===== config.mk =====
export PLATFORM = sky130hd
export DESIGN_NAME = dspb_bank
export DESIGN_NICKNAME = d
export VERILOG_FILES = /design/src/rtl/dspb_pkg.sv /design/src/rtl/dspb_sync2.sv /design/src/rtl/dspb_bank.sv
export VERILOG_INCLUDE_DIRS = /design/src /design/src/rtl
export SDC_FILE = /design/constraint.sdc
export NUM_CORES = 1
export LEC_CHECK = 0
export BUFFER_PORTS_ARGS = -buffer_cell sky130_fd_sc_hd__buf_2
export CORE_MARGIN = 3
export CORE_UTILIZATION = 40
export CTS_CLUSTER_SIZE = 8
export DETAILED_ROUTE_END_ITERATION = 6
export SKIP_CTS_REPAIR_TIMING = 1
export SYNTH_ARGS = -nofsm -noshare
export SYNTH_HDL_FRONTEND = slang
export SYNTH_SLANG_ARGS = --single-unit

===== constraint.sdc =====
create_clock -name mclk -period 2.8 [get_ports mclk]
set_input_delay 0.56 -clock mclk [delete_from_list [all_inputs] [get_ports mclk]]
set_output_delay 0.56 -clock mclk [all_outputs]
set_load 0.05 [all_outputs]

===== src/rtl/dspb_defs.svh =====
// offsets, field positions, reset values and startup loads of the drive startup parameter bank
`ifndef DSPB_DEFS_SVH
`define DSPB_DEFS_SVH
`define DSPB_ADDR_LIMREL     16'h060c
`define DSPB_ADDR_OPMODE     16'h1b06
`define DSPB_ADDR_ALIAS      16'h0012
`define DSPB_ADDR_SWADDR     16'h0ffe
`define DSPB_ADDR_SCALE_DEN  16'h1550
`define DSPB_ADDR_SCALE_NUM  16'h1552
`define DSPB_LIMREL_RST      16'h0000
`define DSPB_LIMREL_START    16'h0002
`define DSPB_LIMREL_MAX      16'h0002
`define DSPB_OPMODE_RST      16'h0000
`define DSPB_OPMODE_START    16'h0008
`define DSPB_SCALE_DEN_START 32'h00008000
`define DSPB_SCALE_NUM_START 32'h00000001
`define DSPB_ALIAS_RST       16'h0000
`define DSPB_OPMODE_CSP      16'h0008
`define DSPB_OPMODE_SPEED    16'hfffc
`define DSPB_OPMODE_JOG      16'hffff
`define DSPB_OPMODE_PPOS     16'h0001
`define DSPB_OPMODE_PVEL     16'h0003
`define DSPB_OPMODE_HOME     16'h0006
`define DSPB_SW_LO_LSB       0
`define DSPB_SW_HI_LSB       4
`endif


===== src/rtl/dspb_pkg.sv =====
// types shared by the drive startup parameter bank
package dspb_pkg;
  typedef enum logic [1:0] {
    DSPB_VIA_MODBUS,
    DSPB_VIA_CANOPEN
  } dspb_path_e;
  typedef enum logic [2:0] {
    DSPB_FB_INIT,
    DSPB_FB_PREOP,
    DSPB_FB_SAFEOP,
    DSPB_FB_OP,
    DSPB_FB_BOOT
  } dspb_fbstate_e;
  typedef struct packed {
    logic       wrEn;
    logic       rdEn;
    dspb_path_e path;
    logic [15:0] addr;
    logic [15:0] wdata;
  } dspb_req_s;
  typedef struct packed {
    logic        valid;
    logic        ack;
    logic        err;
    logic [15:0] rdata;
  } dspb_rsp_s;
  typedef struct packed {
    logic       releaseAllowed;
    logic       ignoreAtEnable;
  } dspb_limcfg_s;
endpackage


===== src/rtl/dspb_sync2.sv =====
// two-flop synchroniser for a bus of pin levels
`timescale 1ns/10ps
`default_nettype none
module dspb_sync2 #(
  parameter int W = 8
) (
  input  wire logic         mclk,
  input  wire logic         reset_n,
  input  wire logic [W-1:0] din,
  output logic      [W-1:0] dout
);
  logic [W-1:0] meta_q;
  // first stage read only by the second
  always_ff @(posedge mclk) begin
    if (!reset_n) begin
      meta_q <= '0;
      dout   <= '0;
    end else begin
      meta_q <= din;
      dout   <= meta_q;
    end
  end
endmodule
`default_nettype wire


===== src/rtl/dspb_bank.sv =====
// drive startup parameter bank: limit release, operating mode, station address, web gate
`timescale 1ns/10ps
`default_nettype none
`include "dspb_defs.svh"
// Functional notes
// release setting: 0 off, 1 reset, 2 also ignore
// release only acts in cyclic synchronous modes
// release writes only while stage disabled; apply at enable
// startup loads release setting value 2
// mode decode; startup loads cyclic synchronous position
// mode write takes effect immediately
// mode 16-bit on Modbus, 8-bit on CANopen
// identification supplies fixed station address
// alias address kept at offset 12 hex
// new alias used only after power cycle
// switch address readable at offset 0FFE hex
// low switch low digit, high switch high
// web answers only in pre-operational or higher
// web requires valid IP address
// startup loads scaling denominator 32768, numerator 1
// out-of-range release writes rejected, value kept
module dspb_bank (
  input  wire logic                   mclk,
  input  wire logic                   reset_n,
  input  wire dspb_pkg::dspb_req_s    busReq,
  output dspb_pkg::dspb_rsp_s         busRsp,
  input  wire logic                   startupLoad,
  input  wire logic                   powerStageEnabled,
  input  wire logic                   limitActiveAtEnable,
  input  wire logic [3:0]             addressSwitchLow,
  input  wire logic [3:0]             addressSwitchHigh,
  input  wire logic                   identEnable,
  input  wire logic                   identUseSwitches,
  input  wire dspb_pkg::dspb_fbstate_e fieldbusState,
  input  wire logic                   ipAddressValid,
  input  wire logic                   webConnectReq,
  output logic                        webConnectAccept,
  output logic                        webConnectRefuse,
  output logic                        webEnabled,
  output dspb_pkg::dspb_limcfg_s      limitCfg,
  output logic                        suppressActiveLimitErr,
  output logic                        cyclicSyncMode,
  output logic [15:0]                 operatingModeActive,
  output logic                        staticAddrValid,
  output logic [15:0]                 staticAddress,
  output logic [31:0]                 positionScaleDenominator,
  output logic [31:0]                 positionScaleNumerator
);
  import dspb_pkg::*;

  logic [15:0] limitReleaseSetting_q;
  logic [15:0] limitReleaseApplied_q;
  logic [15:0] operatingModeSelect_q;
  logic [15:0] aliasStored_q = `DSPB_ALIAS_RST;  // power-on content of the non-volatile store
  logic [15:0] aliasActive_q;
  logic        aliasLatched_q;
  logic [31:0] scaleDen_q;
  logic [31:0] scaleNum_q;
  logic        stageEn_q;
  logic [7:0]  switchSync;
  logic [7:0]  switchAddr;
  logic        wrLimrel;
  logic        wrLimrelOk;
  logic        wrOpmode;
  logic        wrAlias;
  logic        addrHit;
  logic        wrRefused;
  dspb_rsp_s   rsp_d;

  // sign-extend a CANopen 8-bit value to the 16-bit store
  function automatic logic [15:0] sext8(input logic [7:0] v);
    sext8 = {{8{v[7]}}, v};
  endfunction

  // true for the cyclic synchronous position mode only
  function automatic logic isCyclicSync(input logic [15:0] m);
    isCyclicSync = (m == `DSPB_OPMODE_CSP);
  endfunction

  // true for the documented mode encodings
  function automatic logic isKnownMode(input logic [15:0] m);
    case (m)
      `DSPB_OPMODE_SPEED, `DSPB_OPMODE_JOG, `DSPB_OPMODE_PPOS,
      `DSPB_OPMODE_PVEL, `DSPB_OPMODE_HOME, `DSPB_OPMODE_CSP: isKnownMode = 1'b1;
      default: isKnownMode = 1'b0;
    endcase
  endfunction

  // rotary switches are pins, so they are synchronised first
  dspb_sync2 #(
    .W (8)
  ) u_swsync (
    .mclk    (mclk),
    .reset_n (reset_n),
    .din     ({addressSwitchHigh, addressSwitchLow}),
    .dout    (switchSync)
  );

  // high switch is the sixteens digit, low switch the ones digit
  assign switchAddr = {switchSync[`DSPB_SW_HI_LSB+3:`DSPB_SW_HI_LSB],
                       switchSync[`DSPB_SW_LO_LSB+3:`DSPB_SW_LO_LSB]};

  // write decode
  assign wrLimrel   = busReq.wrEn && (busReq.addr == `DSPB_ADDR_LIMREL);
  assign wrLimrelOk = wrLimrel && !powerStageEnabled
                      && (busReq.wdata <= `DSPB_LIMREL_MAX);
  assign wrOpmode   = busReq.wrEn && (busReq.addr == `DSPB_ADDR_OPMODE);
  assign wrAlias    = busReq.wrEn && (busReq.addr == `DSPB_ADDR_ALIAS);
  assign wrRefused  = wrLimrel && !wrLimrelOk;

  // release setting: startup load wins, else guarded writes
  always_ff @(posedge mclk) begin
    if (!reset_n) begin
      limitReleaseSetting_q <= `DSPB_LIMREL_RST;
    end else if (startupLoad) begin
      limitReleaseSetting_q <= `DSPB_LIMREL_START;
    end else if (wrLimrelOk) begin
      limitReleaseSetting_q <= busReq.wdata;
    end
  end

  // copy the setting into use on the rising edge of stage enable
  always_ff @(posedge mclk) begin
    if (!reset_n) begin
      stageEn_q             <= 1'b0;
      limitReleaseApplied_q <= `DSPB_LIMREL_RST;
    end else begin
      stageEn_q <= powerStageEnabled;
      if (powerStageEnabled && !stageEn_q) begin
        limitReleaseApplied_q <= limitReleaseSetting_q;
      end
    end
  end

  // operating mode: immediate; CANopen writes carry only 8 bits
  always_ff @(posedge mclk) begin
    if (!reset_n) begin
      operatingModeSelect_q <= `DSPB_OPMODE_RST;
    end else if (startupLoad) begin
      operatingModeSelect_q <= `DSPB_OPMODE_START;
    end else if (wrOpmode) begin
      if (busReq.path == DSPB_VIA_CANOPEN) begin
        operatingModeSelect_q <= sext8(busReq.wdata[7:0]);
      end else begin
        operatingModeSelect_q <= busReq.wdata;
      end
    end
  end

  // scaling pair loaded by the startup set
  always_ff @(posedge mclk) begin
    if (!reset_n) begin
      scaleDen_q <= '0;
      scaleNum_q <= '0;
    end else if (startupLoad) begin
      scaleDen_q <= `DSPB_SCALE_DEN_START;
      scaleNum_q <= `DSPB_SCALE_NUM_START;
    end
  end

  // alias store has no reset: reset stands for a power cycle, which must not lose it
  always_ff @(posedge mclk) begin
    if (reset_n && wrAlias) begin
      aliasStored_q <= busReq.wdata;
    end
  end

  // active alias taken from the store once, at the first edge after reset
  always_ff @(posedge mclk) begin
    if (!reset_n) begin
      aliasActive_q  <= `DSPB_ALIAS_RST;
      aliasLatched_q <= 1'b0;
    end else if (!aliasLatched_q) begin
      aliasActive_q  <= aliasStored_q;
      aliasLatched_q <= 1'b1;
    end
  end

  // read and answer, one cycle after the request
  always_comb begin
    rsp_d   = '0;
    addrHit = 1'b1;
    case (busReq.addr)
      `DSPB_ADDR_LIMREL: rsp_d.rdata = limitReleaseSetting_q;
      `DSPB_ADDR_OPMODE: begin
        if (busReq.path == DSPB_VIA_CANOPEN) begin
          rsp_d.rdata = sext8(operatingModeSelect_q[7:0]);
        end else begin
          rsp_d.rdata = operatingModeSelect_q;
        end
      end
      `DSPB_ADDR_ALIAS:     rsp_d.rdata = aliasStored_q;
      `DSPB_ADDR_SWADDR:    rsp_d.rdata = {8'h00, switchAddr};
      `DSPB_ADDR_SCALE_DEN: rsp_d.rdata = scaleDen_q[15:0];
      `DSPB_ADDR_SCALE_NUM: rsp_d.rdata = scaleNum_q[15:0];
      default: addrHit = 1'b0;
    endcase
    rsp_d.valid = busReq.wrEn || busReq.rdEn;
    rsp_d.err   = rsp_d.valid && (!addrHit || (busReq.wrEn && wrRefused)
                  || (busReq.wrEn && busReq.addr == `DSPB_ADDR_SWADDR));
    rsp_d.ack   = rsp_d.valid && !rsp_d.err;
    if (!busReq.rdEn || rsp_d.err) begin
      rsp_d.rdata = 16'h0000;
    end
  end

  // registered answer
  always_ff @(posedge mclk) begin
    if (!reset_n) begin
      busRsp <= '0;
    end else begin
      busRsp <= rsp_d;
    end
  end

  // release behaviour decoded from the applied copy, gated by mode
  always_comb begin
    limitCfg.releaseAllowed = 1'b0;
    limitCfg.ignoreAtEnable = 1'b0;
    if (isCyclicSync(operatingModeSelect_q)) begin
      limitCfg.releaseAllowed = (limitReleaseApplied_q == 16'h0001)
                                || (limitReleaseApplied_q == 16'h0002);
      limitCfg.ignoreAtEnable = (limitReleaseApplied_q == 16'h0002);
    end
  end

  assign suppressActiveLimitErr = limitCfg.ignoreAtEnable && limitActiveAtEnable;
  assign cyclicSyncMode         = isCyclicSync(operatingModeSelect_q) && isKnownMode(operatingModeSelect_q);
  assign operatingModeActive    = operatingModeSelect_q;
  assign positionScaleDenominator = scaleDen_q;
  assign positionScaleNumerator   = scaleNum_q;

  // station address from chosen identification method
  always_ff @(posedge mclk) begin
    if (!reset_n) begin
      staticAddrValid <= 1'b0;
      staticAddress   <= 16'h0000;
    end else begin
      staticAddrValid <= identEnable;
      staticAddress   <= identUseSwitches ? {8'h00, switchAddr} : aliasActive_q;
    end
  end

  // web gate: pre-operational or above, and valid IP
  always_comb begin
    webEnabled = (fieldbusState == DSPB_FB_PREOP) || (fieldbusState == DSPB_FB_SAFEOP)
                 || (fieldbusState == DSPB_FB_OP);
  end
  assign webConnectAccept = webConnectReq && webEnabled && ipAddressValid;
  assign webConnectRefuse = webConnectReq && !(webEnabled && ipAddressValid);
endmodule
`default_nettype wire


==> qor.csv <==
metric,value,unit
required,2240,ps
clockRootBuffer,clkbuf_16,
pin_count,179,
drc_errors,4,
use_met3,0.0501,
totalWireLength,14200,um
cts.clk_slew.worst_paths,60,ps
whs_path_depth,2,
drtIter0Drc,338,
clock.fmax,0.381,GHz
ctsLongestPathBuffers,2,
r2r_setup_slack,1320,ps
r2r-start,aliasLatched_q,
pre_cts_slack,42.6,ps
max_stage_delay,380,ps
die_area,0.0160,sq mm
gr-total-overflow,0,
hold_end,u_swsync.meta_q[1],
avgSynthCellArea,10.2,sq um
final_area,0.00696,sq mm
crit_family,simple AND/OR/NAND/NOR gates,
layout-area-overhead-vs-synth,20.1,%
synth_area_leaders,"dfxtp_1, buf_4, edfxtp_1",
use_met1,0.234,
endpoint_kind,primary output,
fin_worst_skew,6.89,ps
seq_area,0.00286,sq mm
grt_usage,0.181,
rsz0062_at_grt,false,
grt_antenna_before_repair,0,
slew-limit-headroom,0.305,
grt_pass1_vias,4213,
synth_area_leader_cell,dfxtp_1,
gp_congestion,0.847,
wl_per_cell,16.2,um
syn_area,0.00579,sq mm
worstReg2RegEnd,aliasActive_q[14],
crit_cells,6,
cts_tree,built,
fin_tns_setup,0,ps
irDropWorstVdd,450,uV
fin_crit_sh,0.938,
setup_viol,0,
holdCritStartpoint,addressSwitchLow[1],
worst-r2r-cell-count,2,
numPortBuffers,116,
hold_violations,0,
p_per_area,686,mW/mm^2
ys_async_sr_fraction,0,
synth_common_cells,"dfxtp_1, nand2_1, buf_4, and2_1, nor2b_1",
p_leak,2.94,nW
h-tree-depth,4,
grt_pass1_wl,22500,um
outcome,"finished, violations left",
grt.busiest_layer,met2,
first_pass_iters,7,
synth.most_common_cell,dfxtp_1,
placed_area,0.00629,sq mm
via_count,4393,
final_util,0.495,
cts_num_sinks,135,
violations,design-rule violations,
ys_seq_area_frac,0.494,
critPathKind,reg -> out,
place_hpwl,10700,um
slew_violations,0,
grt_use_met2,0.292,
min_path_type,in -> reg,
synth.yosys.warnings,0,
nFillCells,1306,
multi_input_area,0.00248,sq mm
path_cells,nor4_2 -> nand4_1 -> buf_4 -> nor4_4 -> and2_1 -> clkbuf_4,
synth_edf_count,16,
cp.buffers_inverters,2,
die_w,126,um
cp_max_fo,5,
clkLatencyLatePin,410,ps
grt_max_degree,28,
fin_crit,2630,ps
nNetsFinal,740,
setup_slack,172,ps
arrival,2070,ps
numCtsBuffers,17,
drv_cap,0,
synthCells,567,
synthFlopType,dfxtp_1,
viasPerCell,5.01,
worstMarginPinSlew,1040,ps
num_rows,43,
antenna_cells,0,
die_h,126,um
layout-drive-gt1-share,0.278,
postRouteAntennaNets,0,
core,0.0140,sq mm
synth_cell_types,55,
synth-seq-cells,135,
yosys.area.top_type_share,0.411,
crit_slowest_cell,dfxtp_1,
initial_utilization,0.412,
cp-start-kind,flip-flop,
[state kept, by name, summed over array words and instances, names as in the netlist]
register,cells
operatingModeActive,16
u_swsync.meta_q,8
staticAddress,16
u_swsync.dout,8
positionScaleNumerator,1
aliasStored_q,16
staticAddrValid,1
limitReleaseApplied_q,16
limitReleaseSetting_q,16
busRsp,19
aliasLatched_q,1
stageEn_q,1
aliasActive_q,16
[cell usage in the layout, fill, tap and decap left out, drive strengths merged, types with 4 or more instances in the layout]
cell / count
or4b: 5
inv: 8
nor4b: 4
nand2: 77
a21boi: 18
mux2i: 24
a221oi: 9
a222oi: 15
clkbuf: 21
a211oi: 17
nand4: 4
nor2b: 26
nor3: 11
clkinv: 7
buf: 132
nor4: 18
and2: 43
a21oi: 9
dfxtp: 119
o21a: 4
nand2b: 4
conb: 62
nor2: 14
edfxtp: 16
[worst reg2reg max path, stage by stage, from the launching register on]
cell and delay, ps:
dfxtp_1 1000, mux2i_1 300, nor2b_1 70
[metrics by stage]
stage	std cells	hold slack [ps]	total power, mW
2_1_floorplan	628	412	2.46
3_3_place_gp	844	424	2.49
3_5_place_dp	844	418	2.50
4_1_cts	876	334	4.81
5_1_grt	877	340	4.92
6_report	877	348	4.77
[worst max-delay path by stage]
stage	from	endpoint	slack (ps)
CTS	operatingModeActive[10]	suppressActiveLimitErr	-100
finish	operatingModeActive[7]	suppressActiveLimitErr	170
floorplan	operatingModeActive[3]	suppressActiveLimitErr	-160
detailed placement	busReq[29]	operatingModeActive[10]	40
global placement	busReq[23]	limitReleaseSetting_q[10]	120
global route	operatingModeActive[7]	suppressActiveLimitErr	40
[per-layer routing]
metal  share of wire  up-vias
met4           0.016        0
met5               0        -
li1                -     2112
met2            0.48      217
met3           0.088       15
met1            0.42     2049
[cells by family (layout without fill, tap and decap cells)]
| group | after synthesis | after routing | synth area share |
|---|---|---|---|
| xor gates and xnor gates | 1 | 1 | 0.00151 |
| AOI/OAI and AO/OA | 82 | 82 | 0.127 |
| buffers and inverters | 102 | 171 | 0.123 |
| muxes | 25 | 25 | 0.0434 |
| other | 1 | 62 | 0.000647 |
| DFF | 135 | 135 | 0.494 |
| and+or+nand+nor | 221 | 221 | 0.210 |
[cell type report]
cell class	instances	area share
sequential	135	0.412
multi-input combinational	391	0.357
timing repair buffer	133	0.104
clock buffer	20	0.0720
tap	180	0.0324
clock inverter	12	0.0196
inverter	6	0.00324
[power breakdown]
group | switching [mW] | internal (mW)
sequential | 0.0224 | 1.99
combinational | 0.349 | 0.0934
clock | 0.837 | 1.48
Note: power is estimated with default switching activity, not from simulation.
